`src/rtl/pmsr_params.svh`:
```
// Functional notes
// - Global error bit 7 ORs global bits 0-6, first register 0-10, third register 2,3,15.
// - A frame with a wrong serial clock count sets communication error bit 6.
// - Global bit 5 is active low: 0 after chip reset or communication error.
// - Only the clear command on the third register returns bit 5 to 1.
// - Second-level thermal shutdown bit 4 clears only on third register read-and-clear.
// - Supply fail bit 1 is diagnosis only, never fail-safe, cleared by read-and-clear.
// - With lockout disabled, supply fail clears itself once supply is back in range.
// - Fail-safe bit 0 clears on a valid watchdog trigger or related register clear.
// - Supply undervoltage must persist 64 us before it is flagged.
// - Failures only in registers one to three give global value A0; second register flags reach no global bit here.
// - Data-input stuck fault gives A1, same as a watchdog failure.
// - Supply over/undervoltage in normal operation gives A2.
// - First register holds open-load, UV, regulator fail/short, OV, overcurrent flags.
// - Open-load and overcurrent flags latch until read-and-clear of the first register.
// - UV/OV flags follow the condition with lockout 0, latch with lockout 1.
`ifndef PMSR_PARAMS_SVH
`define PMSR_PARAMS_SVH

`define PMSR_CLK_MHZ         100
`define PMSR_UV_FILTER_US    64
`define PMSR_UV_FILTER_CYC   (`PMSR_UV_FILTER_US * `PMSR_CLK_MHZ)
`define PMSR_FRAME_BITS      5'd24
`define PMSR_CMD_BITS        5'd8

`define PMSR_ADDR_FIRST      6'h11
`define PMSR_ADDR_SECOND     6'h12
`define PMSR_ADDR_THIRD      6'h13
`define PMSR_OP_READ_CLEAR   2'h2

`define PMSR_GLOBAL_RESET    8'h80
`define PMSR_G_ERROR         7
`define PMSR_G_COMM          6
`define PMSR_G_NOT_COLD      5
`define PMSR_G_THERMAL_SHUTDOWN_SECOND_LEVEL          4
`define PMSR_G_THERMAL_SHUTDOWN_FIRST_LEVEL          3
`define PMSR_G_MAIN_FAIL     2
`define PMSR_G_SUPPLY_FAIL   1
`define PMSR_G_FAIL_SAFE     0

`define PMSR_S1_UV           10
`define PMSR_S1_OV           7
`define PMSR_S1_SUPPLY_MASK  16'h0480
`define PMSR_S1_ERROR_MASK   16'h07ff
`define PMSR_S3_ERROR_MASK   16'h800c
`define PMSR_S3_THERMAL_SHUTDOWN_FIRST_LEVEL         15
`define PMSR_S3_MAIN_FAIL    11
`define PMSR_S2_LIVE_MASK    16'he000
`define PMSR_S3_LIVE_MASK    16'h3003

`endif

```
`src/rtl/pmsr_pkg.sv`:
```
package pmsr_pkg;

    typedef enum logic [2:0] {
        PMSR_IDLE = 3'b001,
        PMSR_CMD  = 3'b010,
        PMSR_DATA = 3'b100
    } pmsr_frame_e;

    typedef logic [15:0] pmsr_word_t;

endpackage : pmsr_pkg

```
`src/rtl/pmsr_status_bank.sv`:
```
`timescale 1ns/1ps
`include "pmsr_params.svh"
module pmsr_status_bank
    import pmsr_pkg::*;
#(
    parameter int UV_FILTER_CYC = `PMSR_UV_FILTER_CYC
) (
    // Clock and reset
    input  wire logic        clk_sys,
    input  wire logic        rst,
    // Serial control interface
    input  wire logic        spi_csel_n,
    input  wire logic        spi_sclk,
    input  wire logic        serial_data_input,
    output logic             spi_miso,
    output logic             spi_miso_oe_n,
    // Detector events and conditions
    input  wire logic [15:0] first_event,
    input  wire logic [15:0] second_event,
    input  wire logic [15:0] third_event,
    input  wire logic        supply_uv_raw,
    input  wire logic        supply_ov_raw,
    input  wire logic        thermal_shutdown_second_level_event,
    input  wire logic        failsafe_event,
    input  wire logic        watchdog_trigger_ok,
    input  wire logic        lockout_enable_setting,
    // Status views
    output logic [15:0]      first_status_register,
    output logic [15:0]      second_status_register,
    output logic [15:0]      third_status_register,
    output logic [7:0]       global_status_ff
);

    pmsr_frame_e  state_ff;
    pmsr_frame_e  nxt_state;
    logic [4:0]   bit_cnt_ff;
    logic [4:0]   nxt_bit_cnt;
    logic [7:0]   cmd_ff;
    logic [7:0]   nxt_cmd;
    logic [7:0]   glob_snap_ff;
    logic [7:0]   nxt_glob_snap;
    logic [15:0]  data_snap_ff;
    logic [15:0]  nxt_data_snap;
    logic         miso_ff;
    logic         nxt_miso;
    logic         sclk_d_ff;
    logic         csel_d_ff;
    logic         sclk_rise;
    logic         sclk_fall;
    logic         frame_start;
    logic         frame_end;
    logic         frame_ok;
    logic         clr_first;
    logic         clr_second;
    logic         clr_third;
    logic         comm_err_evt;
    logic [23:0]  out_word;

    logic [12:0]  uv_cnt_ff;
    logic [12:0]  nxt_uv_cnt;
    logic         uv_filt;
    logic         comm_ff;
    logic         nxt_comm;
    logic         not_cold_ff;
    logic         nxt_not_cold;
    logic         thermal_shutdown_second_level_ff;
    logic         nxt_thermal_shutdown_second_level;
    logic         fsafe_ff;
    logic         nxt_fsafe;
    logic [7:0]   nxt_global;

    logic [15:0]  s1_event;
    logic [15:0]  s1_follow;
    logic [15:0]  s1_q;
    logic [15:0]  s2_q;
    logic [15:0]  s3_q;

    // Edge detection on inputs that are already synchronous to clk_sys.
    assign sclk_rise   = spi_sclk & ~sclk_d_ff & ~spi_csel_n;
    assign sclk_fall   = ~spi_sclk & sclk_d_ff & ~spi_csel_n;
    assign frame_start = ~spi_csel_n & csel_d_ff;
    assign frame_end   = spi_csel_n & ~csel_d_ff;
    assign frame_ok    = (bit_cnt_ff == `PMSR_FRAME_BITS);
    assign comm_err_evt = frame_end & ~frame_ok;
    assign clr_first   = frame_end & frame_ok & (cmd_ff[7:6] == `PMSR_OP_READ_CLEAR)
                         & (cmd_ff[5:0] == `PMSR_ADDR_FIRST);
    assign clr_second  = frame_end & frame_ok & (cmd_ff[7:6] == `PMSR_OP_READ_CLEAR)
                         & (cmd_ff[5:0] == `PMSR_ADDR_SECOND);
    assign clr_third   = frame_end & frame_ok & (cmd_ff[7:6] == `PMSR_OP_READ_CLEAR)
                         & (cmd_ff[5:0] == `PMSR_ADDR_THIRD);
    assign out_word    = {glob_snap_ff, data_snap_ff};

    // Frame shifter: the global byte goes out with the command, the register after it.
    always_comb begin
        nxt_state     = state_ff;
        nxt_bit_cnt   = bit_cnt_ff;
        nxt_cmd       = cmd_ff;
        nxt_glob_snap = glob_snap_ff;
        nxt_data_snap = data_snap_ff;
        nxt_miso      = miso_ff;
        unique case (state_ff)
            PMSR_IDLE: begin
                if (frame_start) begin
                    nxt_state     = PMSR_CMD;
                    nxt_bit_cnt   = 5'd0;
                    nxt_glob_snap = global_status_ff;
                    nxt_data_snap = 16'h0000;
                    nxt_miso      = global_status_ff[7];
                end
            end
            PMSR_CMD: begin
                if (frame_end) begin
                    nxt_state = PMSR_IDLE;
                end else if (sclk_rise) begin
                    nxt_cmd     = {cmd_ff[6:0], serial_data_input};
                    nxt_bit_cnt = bit_cnt_ff + 5'd1;
                    if (bit_cnt_ff == `PMSR_CMD_BITS - 5'd1) begin
                        nxt_state = PMSR_DATA;
                        unique case ({cmd_ff[4:0], serial_data_input})
                            `PMSR_ADDR_FIRST:  nxt_data_snap = first_status_register;
                            `PMSR_ADDR_SECOND: nxt_data_snap = second_status_register;
                            `PMSR_ADDR_THIRD:  nxt_data_snap = third_status_register;
                            default:           nxt_data_snap = 16'h0000;
                        endcase
                    end
                end else if (sclk_fall) begin
                    nxt_miso = out_word[5'd23 - bit_cnt_ff];
                end
            end
            PMSR_DATA: begin
                if (frame_end) begin
                    nxt_state = PMSR_IDLE;
                end else if (sclk_rise) begin
                    // Counting saturates so an overlong frame is still caught.
                    if (bit_cnt_ff != 5'd31) begin
                        nxt_bit_cnt = bit_cnt_ff + 5'd1;
                    end
                end else if (sclk_fall) begin
                    nxt_miso = (bit_cnt_ff < `PMSR_FRAME_BITS) ?
                               out_word[5'd23 - bit_cnt_ff] : 1'b0;
                end
            end
            default: begin
                nxt_state = PMSR_IDLE;
            end
        endcase
    end

    always_ff @(posedge clk_sys) begin
        if (rst) begin
            state_ff     <= PMSR_IDLE;
            bit_cnt_ff   <= 5'd0;
            cmd_ff       <= 8'h00;
            glob_snap_ff <= 8'h00;
            data_snap_ff <= 16'h0000;
            miso_ff      <= 1'b0;
            sclk_d_ff    <= 1'b0;
            csel_d_ff    <= 1'b1;
        end else begin
            state_ff     <= nxt_state;
            bit_cnt_ff   <= nxt_bit_cnt;
            cmd_ff       <= nxt_cmd;
            glob_snap_ff <= nxt_glob_snap;
            data_snap_ff <= nxt_data_snap;
            miso_ff      <= nxt_miso;
            sclk_d_ff    <= spi_sclk;
            csel_d_ff    <= spi_csel_n;
        end
    end

    assign spi_miso      = miso_ff;
    assign spi_miso_oe_n = spi_csel_n;

    // A slow supply ramp stays below threshold past the filter and is then flagged.
    always_comb begin
        nxt_uv_cnt = 13'd0;
        if (supply_uv_raw) begin
            nxt_uv_cnt = (uv_cnt_ff == UV_FILTER_CYC[12:0]) ? uv_cnt_ff : uv_cnt_ff + 13'd1;
        end
    end
    assign uv_filt = supply_uv_raw & (uv_cnt_ff == UV_FILTER_CYC[12:0]);

    always_ff @(posedge clk_sys) begin
        if (rst) begin
            uv_cnt_ff <= 13'd0;
        end else begin
            uv_cnt_ff <= nxt_uv_cnt;
        end
    end

    // Supply flags follow the condition unless lockout asks them to latch.
    always_comb begin
        s1_event = first_event & ~`PMSR_S1_SUPPLY_MASK;
        s1_event[`PMSR_S1_UV] = uv_filt;
        s1_event[`PMSR_S1_OV] = supply_ov_raw;
        s1_follow = lockout_enable_setting ? 16'h0000 : `PMSR_S1_SUPPLY_MASK;
    end

    pmsr_flag_bank #(.W(16)) u_first (
        .clk_sys  (clk_sys),
        .rst      (rst),
        .event_in (s1_event),
        .follow   (s1_follow),
        .clear    (clr_first),
        .flags_ff (s1_q)
    );

    pmsr_flag_bank #(.W(16)) u_second (
        .clk_sys  (clk_sys),
        .rst      (rst),
        .event_in (second_event),
        .follow   (`PMSR_S2_LIVE_MASK),
        .clear    (clr_second),
        .flags_ff (s2_q)
    );

    pmsr_flag_bank #(.W(16)) u_third (
        .clk_sys  (clk_sys),
        .rst      (rst),
        .event_in (third_event),
        .follow   (`PMSR_S3_LIVE_MASK),
        .clear    (clr_third),
        .flags_ff (s3_q)
    );

    assign first_status_register  = s1_q;
    assign second_status_register = s2_q;
    assign third_status_register  = s3_q;

    // Global summary flags; in each, a new event beats a clear in the same cycle.
    always_comb begin
        nxt_comm     = comm_err_evt | (comm_ff & ~clr_third);
        nxt_not_cold = ~comm_err_evt & (not_cold_ff | clr_third);
        nxt_thermal_shutdown_second_level     = thermal_shutdown_second_level_event | (thermal_shutdown_second_level_ff & ~clr_third);
        // Supply faults never reach fail-safe; only watchdog, data-input and THERMAL_SHUTDOWN_SECOND_LEVEL do.
        nxt_fsafe    = failsafe_event | thermal_shutdown_second_level_event
                       | (fsafe_ff & ~(watchdog_trigger_ok | clr_third));
        nxt_global = 8'h00;
        nxt_global[`PMSR_G_COMM]        = nxt_comm;
        nxt_global[`PMSR_G_NOT_COLD]    = nxt_not_cold;
        nxt_global[`PMSR_G_THERMAL_SHUTDOWN_SECOND_LEVEL]        = nxt_thermal_shutdown_second_level;
        nxt_global[`PMSR_G_THERMAL_SHUTDOWN_FIRST_LEVEL]        = s3_q[`PMSR_S3_THERMAL_SHUTDOWN_FIRST_LEVEL];
        nxt_global[`PMSR_G_MAIN_FAIL]   = s3_q[`PMSR_S3_MAIN_FAIL];
        nxt_global[`PMSR_G_SUPPLY_FAIL] = s1_q[`PMSR_S1_UV] | s1_q[`PMSR_S1_OV];
        nxt_global[`PMSR_G_FAIL_SAFE]   = nxt_fsafe;
        // Cold start counts as an error because bit 5 is active low.
        nxt_global[`PMSR_G_ERROR] = nxt_comm | ~nxt_not_cold | nxt_thermal_shutdown_second_level
                                    | (|nxt_global[4:0])
                                    | (|(s1_q & `PMSR_S1_ERROR_MASK))
                                    | (|(s3_q & `PMSR_S3_ERROR_MASK));
    end

    always_ff @(posedge clk_sys) begin
        if (rst) begin
            comm_ff          <= 1'b0;
            not_cold_ff      <= 1'b0;
            thermal_shutdown_second_level_ff          <= 1'b0;
            fsafe_ff         <= 1'b0;
            global_status_ff <= `PMSR_GLOBAL_RESET;
        end else begin
            comm_ff          <= nxt_comm;
            not_cold_ff      <= nxt_not_cold;
            thermal_shutdown_second_level_ff          <= nxt_thermal_shutdown_second_level;
            fsafe_ff         <= nxt_fsafe;
            global_status_ff <= nxt_global;
        end
    end

endmodule : pmsr_status_bank

```
`src/rtl/pmsr_flag_bank.sv`:
```
`timescale 1ns/1ps
module pmsr_flag_bank #(
    parameter int W = 16
) (
    // Clock and reset
    input  wire logic         clk_sys,
    input  wire logic         rst,
    // Flag control
    input  wire logic [W-1:0] event_in,
    input  wire logic [W-1:0] follow,
    input  wire logic         clear,
    // Flag state
    output logic      [W-1:0] flags_ff
);

    logic [W-1:0] nxt_flags;

    // A set in the clear cycle survives, so no event is lost to a read.
    always_comb begin
        nxt_flags = (follow & event_in) | (~follow & ((flags_ff & ~{W{clear}}) | event_in));
    end

    always_ff @(posedge clk_sys) begin
        if (rst) begin
            flags_ff <= '0;
        end else begin
            flags_ff <= nxt_flags;
        end
    end

endmodule : pmsr_flag_bank

```
`config.mk`:
```
export PLATFORM = sky130hd
export DESIGN_NAME = pmsr_status_bank
export DESIGN_NICKNAME = d
export VERILOG_FILES = /design/src/rtl/pmsr_pkg.sv /design/src/rtl/pmsr_status_bank.sv /design/src/rtl/pmsr_flag_bank.sv
export VERILOG_INCLUDE_DIRS = /design/src /design/src/rtl
export SDC_FILE = /design/constraint.sdc
export NUM_CORES = 1
export LEC_CHECK = 0
export BUFFER_PORTS_ARGS = -buffer_cell sky130_fd_sc_hd__buf_4
export CAP_MARGIN = 20
export CORE_UTILIZATION = 45
export DETAILED_ROUTE_END_ITERATION = 6
export MAX_ROUTING_LAYER = met4
export PLACE_DENSITY = 0.77
export SLEW_MARGIN = 40
export SYNTH_ARGS = -nofsm -noshare
export SYNTH_HDL_FRONTEND = slang
export SYNTH_SLANG_ARGS = --single-unit
```
`constraint.sdc`:
```
create_clock -name clk_sys -period 1.6 [get_ports clk_sys]
set_input_delay 0.16 -clock clk_sys [delete_from_list [all_inputs] [get_ports clk_sys]]
set_output_delay 0.16 -clock clk_sys [all_outputs]
set_load 0.05 [all_outputs]
```
==> summary.md, run 1 <==
| Metric | Value |
|---|---|
| MaxCap Viol Count | `0` |
| Yosys cell types | `59` |
| Rel. slew slack | `64.3%` |
| Starting Density | `46.2%` |
| Setup violations, final | `68` |
| GPL Wtd Cong | `0.841` |
| Area Overhead vs Synth | `48.7%` |
| DRC viols | `0` |
| Sw Ratio | `30.9%` |
| Worst setup path end | `u_first.flags_ff[8]` |
| Total Routed Length | `14600 um` |
| Synth Cell Area | `0.00475 sq mm` |
| Syn_nets | `584` |
| Ant. Diodes | `0` |
| Total I/O pin count | `117` |
| Worst skew pair latency | `370 ps` |
| HP Class | `in -> reg` |
| Ys async rst share | `0%` |
| EDFF count, synth | `0` |
| Post-synthesis mux area share | `7.49%` |
| CTS tree | `done` |
| Post-DRT Antenna Nets | `0` |
| Core Util, Final | `68.7%` |
| Number of global-route vias before repair | `4540` |
| Synth Area in Compound Gates | `16.3%` |
| Synth Area in Adders | `1.58%` |
| Die X | `105 um` |
| Synth Area in Simple Gates | `20.0%` |
| Clock buffer depth | `2` |
| Die area | `0.0110 sq mm` |
| Worst reg-to-reg path cell count | `9` |
| CP endpoint kind | `register` |
| Worst vdd ir | `583 uV` |
| RSZ-0062 raised after global routing | `yes` |
| Fin crit share | `117%` |
| Post-Synthesis Cells | `519` |
| Psw | `0.00180 W` |
| Reg2reg end | `u_first.flags_ff[8]` |
| IO buf count | `114` |
| Reg power frac | `52.0%` |
| Startpoint class of the critical path | `register` |
| Setup WS post-layout | `-272 ps` |
| Top FF cell, synth | `dfxtp_1` |
| Status | `finished with violations` |
| Initial antenna violation count | `0` |
| Total power per unit cell area | `824 mW/mm^2` |
| H-tree depth | `3` |
| Worst Tran Pin Value | `531 ps` |
| Max Slew Vio Count | `0` |
| Total number of vias | `4630` |
| Die Height | `105 um` |
| Worst EP required | `1850 ps` |
| Clock Power Share | `28.1%` |
| Final TNS setup | `-10760 ps` |
| Combinational share of power | `19.8%` |
| Ys Warns | `0` |
| DRT Pass-1 Iters | `7` |
| Nets | `770` |
| Crit path from | `bit_cnt_ff[0]` |
| First-pass GRT wire length | `22000 um` |
| Failing checks | `negative setup slack` |
| Row cnt | `37` |
| CP arrival | `2120 ps` |
| Pint | `0.00402 W` |
| Mean cell area of the mapped netlist | `9.14 sq um` |
| Clock transition at path regs | `100 ps` |
| Commonest non-fill, non-tap cell in the layout | `buf_4` |
| Final hold violations | `0` |
| Final-layout fill cell count | `712` |
| XOR/XNOR share of the synthesized area | `2.21%` |
| Commonest non-fill, non-tap cells in the layout | `157 x buf_4, 103 x dfxtp_1, 90 x nor2_1` |
| R2R setup slack | `-270 ps` |
| Synthesized flop and latch total | `112` |
| Overall routing resource usage | `25.7%` |
| Crit Path Max Fanout | `7` |
| Largest family of logic cells by synthesized area | `simple AND/OR/NAND/NOR gates` |
| Core region area | `0.0103 sq mm` |
| Clock sinks | `112` |
| Final Skew | `15.6 ps` |
| FMAX | `534 MHz` |
| CTS Buf Count | `9` |
| Root buffer cell | `clkbuf_8` |
| Worst r2r src | `bit_cnt_ff[0]` |
| Share of layout cells above drive strength 1 | `38.0%` |
| Fin crit period | `1870 ps` |
| Hpwl dp | `9200 um` |
| Crit path kind | `reg -> reg` |
| Register area share after synthesis | `47.2%` |
| Iter 0 DRT Violations | `254` |
| Post-DR vias/cell | `5.47` |
| Static leakage | `2.99 nW` |
| Drt wl/cell | `17.3 um` |
| Total grt overflow | `0` |
| Largest net degree at the start of global routing | `38` |
## worst min path at each step
| stage | to | cells past startpoint | from |
|---|---|---|---|
| floorplan | global_status_ff[4] | 2 | thermal_shutdown_second_level_event |
| global placement | u_second.flags_ff[9] | 3 | second_event[9] |
| detailed placement | u_third.flags_ff[5] | 3 | third_event[5] |
| CTS | u_second.flags_ff[15] | 2 | second_event[15] |
| global route | u_first.flags_ff[3] | 3 | first_event[3] |
| finish | u_third.flags_ff[7] | 3 | third_event[7] |
## cell usage after synthesis, types with 5 or more instances
cell type / n / area share (%)
dfxtp_1: 112 / 47
and2_1: 5 / 0.66
nor3_1: 5 / 0.53
inv_1: 8 / 0.63
clkbuf_1: 14 / 1.1
a22oi_1: 18 / 2.8
mux2i_1: 31 / 6.5
a21oi_2: 6 / 1.1
nand2_1: 29 / 2.3
o2bb2ai_1: 16 / 3.0
xor2_1: 9 / 1.7
nand2b_1: 6 / 0.79
nor2b_1: 13 / 1.7
nand3_1: 10 / 1.1
nor2_1: 92 / 7.3
buf_2: 7 / 0.74
a21oi_1: 53 / 5.6
buf_4: 10 / 1.6
ha_1: 6 / 1.6
## worst max-delay path, stage by stage, from the launching register on
cell and delay, ps:
dfxtp_4 380, clkinvlp_4 90, ha_4 120, nand3b_1 200, nor3_4 300, buf_6 130
nand3b_4 130, buf_12 200, a21oi_2 140, nor2_1 70
## cells by family after synthesis
logic type / count (synthesis)
adders and majority gates: 6
buffers and inverters: 46
AOI/OAI and AO/OA: 116
and+or+nand+nor: 193
muxes: 34
DFF: 112
xor gates and xnor gates: 12
## stage by stage
stage	power [W]	std cells	hold WS (ps)	setup WS, ps	instance area (sq um)
final	0.00581	846	12.4	-272	7060
after global routing	0.00602	846	1.60	-323	7060
after CTS	0.00576	837	2.68	-139	6750
after detailed placement	0.00406	781	369	-222	6060
after global placement	0.00404	781	363	-182	6060
after floorplan	0.00368	519	271	-129	4850
## flip-flops by register name (all words and copies together) (netlist names)
register           flops
data_snap_ff          16
u_first.flags_ff      16
u_second.flags_ff     16
u_third.flags_ff      16
uv_cnt_ff             13
cmd_ff                 8
glob_snap_ff           8
global_status_ff       8
bit_cnt_ff             5
state_ff               3
csel_d_ff              1
sclk_d_ff              1
spi_miso               1
## per-layer routing
metal	global-route usage, %	vias to the layer above	share of wire, %
met5	-	-	0
met4	9.26	0	3.4
met3	4.37	41	5.5
met2	43.9	181	50
met1	30.3	2212	41
li1	-	2196	-
## layout make-up
type                       instances  area, sq um  area share [%]
inverter                           9         40.0           0.567
sequential                       112         2260            32.0
clock buffer                      11          141            2.00
tap                              136          170            2.41
timing repair buffer             212         1810            25.7
multi-input combinational        361         2590            36.7
clock inverter                     5         47.5           0.674
## what timing repair did
item                                    in CTS  in global routing
gates cloned                                 0                  4
pin swaps                                   10                 19
resized for setup                           25                 54
endpoints found under the hold margin       37                  0
endpoints found under the setup margin      68                 77
hold buffers                                37                  0
setup buffers                                3                  6
## power groups by stage
stage	combinational (W)	sequential (W)	clock (W)
after detailed placement	0.000990	0.00307	0
final	0.00115	0.00303	0.00164
after global placement	0.000977	0.00307	0
after CTS	0.00109	0.00301	0.00166
after global routing	0.00121	0.00304	0.00177
after floorplan	0.000343	0.00334	0
No activity file was read; power rests on OpenSTA's default activity.
==> inputs of run 2 (changes only) <==
PLACE_DENSITY = 0.74   (was 0.77)
clock period = 2.3 ns   (was 1.6 ns; I/O delays follow)
==> summary.md, run 2 (synthesis results as in run 1) <==
| Metric | Value |
|---|---|
| CP peak stage delay | `420 ps (+40 ps)` |
| Die area | `0.0110 sq mm (unchanged)` |
| Pre-CTS setup slack | `333 ps (+555 ps)` |
| CTS Buf Count | `9 (unchanged)` |
| GRT met2 Usage | `35.1% (-8.9 points)` |
| Final-layout fill cell count | `950 (+33%)` |
| Root buffer cell | `clkbuf_8` |
| Drt wl/cell | `15.2 um (-12%)` |
| Met3 usage | `3.87% (-0.50 points)` |
| CP top delay family | `compound AO/OA/AOI/OAI gates` |
| IO buf count | `114 (unchanged)` |
| FMAX | `501 MHz (-6.1%)` |
| CTS tree | `done` |
| Setup WS post-layout | `306 ps (+577 ps)` |
| Reg2reg end | `bit_cnt_ff[3]` |
| Crit path from | `bit_cnt_ff[0]` |
| Core region area | `0.0103 sq mm (unchanged)` |
| Ant. Diodes | `0 (unchanged)` |
| Final TNS setup | `0 ps (+10760 ps)` |
| DP Area | `0.00565 sq mm (-6.7%)` |
| HP Class | `in -> reg` |
| Total power per unit cell area | `666 mW/mm^2 (-19%)` |
| M1 GR Usage | `28.9% (-1.3 points)` |
| Total number of vias | `4052 (-12%)` |
| GPL Wtd Cong | `0.784 (-6.8%)` |
| Worst r2r src | `bit_cnt_ff[0]` |
| Worst EP required | `2600 ps (+750 ps)` |
| Crit path kind | `reg -> reg` |
| Design Area, Final | `0.00586 sq mm (-17%)` |
| Number of global-route vias before repair | `3878 (-15%)` |
| CP arrival | `2290 ps (+170 ps)` |
| Rel. slew slack | `59.5% (-4.8 points)` |
| Grt peak-use layer | `met2` |
| Clock buffer depth | `2 (unchanged)` |
| Post-DR vias/cell | `5.32 (-2.7%)` |
| Reg area | `0.00224 sq mm (-0.72%)` |
| Static leakage | `2.44 nW (-18%)` |
| Hpwl dp | `8430 um (-8.3%)` |
| WHS | `61.7 ps (+49.3 ps)` |
| Startpoint class of the critical path | `register` |
| RSZ-0062 raised after global routing | `no` |
| CP endpoint kind | `register` |
| Setup violations, final | `0 (-100%)` |
| Final hold violations | `0 (unchanged)` |
| Row cnt | `37 (unchanged)` |
| Share of layout cells above drive strength 1 | `25.3% (-13 points)` |
| First-pass GRT wire length | `18800 um (-15%)` |
| Die X | `105 um (unchanged)` |
| Worst setup path end | `bit_cnt_ff[3]` |
| Multi-input combinational cell area | `0.00225 sq mm (-13%)` |
| Total grt overflow | `0 (unchanged)` |
| Clock transition at path regs | `110 ps (about the same)` |
| R2R setup slack | `310 ps (+580 ps)` |
| Crit Path Max Fanout | `8 (+1)` |
| Fin crit share | `86.7% (-30 points)` |
| Overall routing resource usage | `21.9% (-3.8 points)` |
| Final Skew | `12.6 ps (-2.94 ps)` |
| Top cell by count, worst path | `ha_1` |
| Die Height | `105 um (unchanged)` |
| Crit-path cells | `ha_1 -> nand2_1 -> nor2_1 -> ha_1 -> a22oi_1 -> o22ai_2 -> or3_1 -> a21oi_1` |
| Highest-delay cell along the critical path | `dfxtp_1` |
| Iter 0 DRT Violations | `179 (-30%)` |
| Total I/O pin count | `117 (unchanged)` |
| Worst Tran Pin Value | `599 ps (+67.9 ps)` |
| Fin crit period | `1990 ps (+123 ps)` |
| DRC viols | `0 (unchanged)` |
| Nets | `685 (-11%)` |
| Post-cts sizing count | `0 (-100%)` |
| CTS Hold Bufs | `0 (-100%)` |
| H-tree depth | `3 (unchanged)` |
| Status | `complete, no violations` |
| Worst skew pair latency | `360 ps (about the same)` |
| DRT Pass-1 Iters | `6 (-1)` |
| Commonest non-fill, non-tap cells in the layout | `127 x buf_4, 112 x dfxtp_1, 92 x nor2_1` |
| Commonest non-fill, non-tap cell in the layout | `buf_4` |
| Worst vdd ir | `387 uV (-34%)` |
| Max Slew Vio Count | `0 (unchanged)` |
| Worst reg-to-reg path cell count | `8 (-1)` |
| Area Overhead vs Synth | `23.4%` |
| Initial antenna violation count | `0 (unchanged)` |
| Post-DRT Antenna Nets | `0 (unchanged)` |
| Clock sinks | `112 (unchanged)` |
| MaxCap Viol Count | `0 (unchanged)` |
| Setup repair bufs after CTS | `0 (-3)` |
| Stages on worst setup path | `8 (-1)` |
| Worst Path Buf+Inv | `0 (-3)` |
| Starting Density | `46.2% (unchanged)` |
| Total Routed Length | `11600 um (-21%)` |
| Largest net degree at the start of global routing | `50 (+32%)` |
| Power consumption | `0.00390 W (-33%)` |
-- run 2: changes by cell type in the layout (fill, tap and decap cells not counted), moves of 3 or more --
cell / delta
a21oi_1: +31
a21oi_2: -25
a21oi_4: -6
a22oi_1: +5
a22oi_2: -5
buf_12: -4
buf_4: -30
buf_6: -12
dfxtp_1: +9
dfxtp_2: -7
dlygate4sd3_1: -37
ha_1: +3
-- run 2: cell type report --
class                           count  share of cell area (%)
Multi-Input combinational cell    361                    38.5
Sequential cell                   112                    38.3
Timing Repair Buffer              127                    16.3
Tap cell                          136                    2.91
Clock buffer                       11                    2.59
Clock inverter                      5                   0.855
Inverter                            9                   0.577
-- run 2: routing by layer --
metal / up-vias / wire length [um]
li1: 2025 / -
met1: 1910 / 5480
met2: 110 / 5550
met3: 7 / 444
met4: 0 / 114
met5: - / 0
-- run 2: metrics by stage --
stage | utilization [%] | cells
floorplan | - | 519
global placement | 55.0 | 745
detailed placement | 55.0 | 745
CTS | 57.0 | 761
global route | 57.0 | 761
finish | 57.0 | 761
-- run 2: report_power, final --
group	total, W	internal (W)	switching (W)
Sequential	0.00210	0.00202	0.0000808
Combinational	0.000642	0.000236	0.000406
Clock	0.00116	0.000474	0.000687
Total	0.00390	0.00273	0.00117
-- run 2: worst min path at each step --
stage	slack, ps	endpoint	depth (start not counted)	start
5_1_grt	50	u_first.flags_ff[11]	3	first_event[11]
6_report	60	u_second.flags_ff[11]	3	second_event[11]
4_1_cts	50	u_second.flags_ff[11]	3	second_event[11]
3_5_place_dp	440	u_first.flags_ff[11]	3	first_event[11]
2_1_floorplan	340	u_first.flags_ff[4]	2	first_event[4]
3_3_place_gp	430	u_second.flags_ff[4]	3	second_event[4]
-- run 2: worst register-to-register path: stages, from the launching register on --
cell and delay, ps:
dfxtp_1 420, ha_1 260, nand2_1 90, nor2_1 50, ha_1 170, a22oi_1 210
o22ai_2 200, or3_1 380, a21oi_1 150
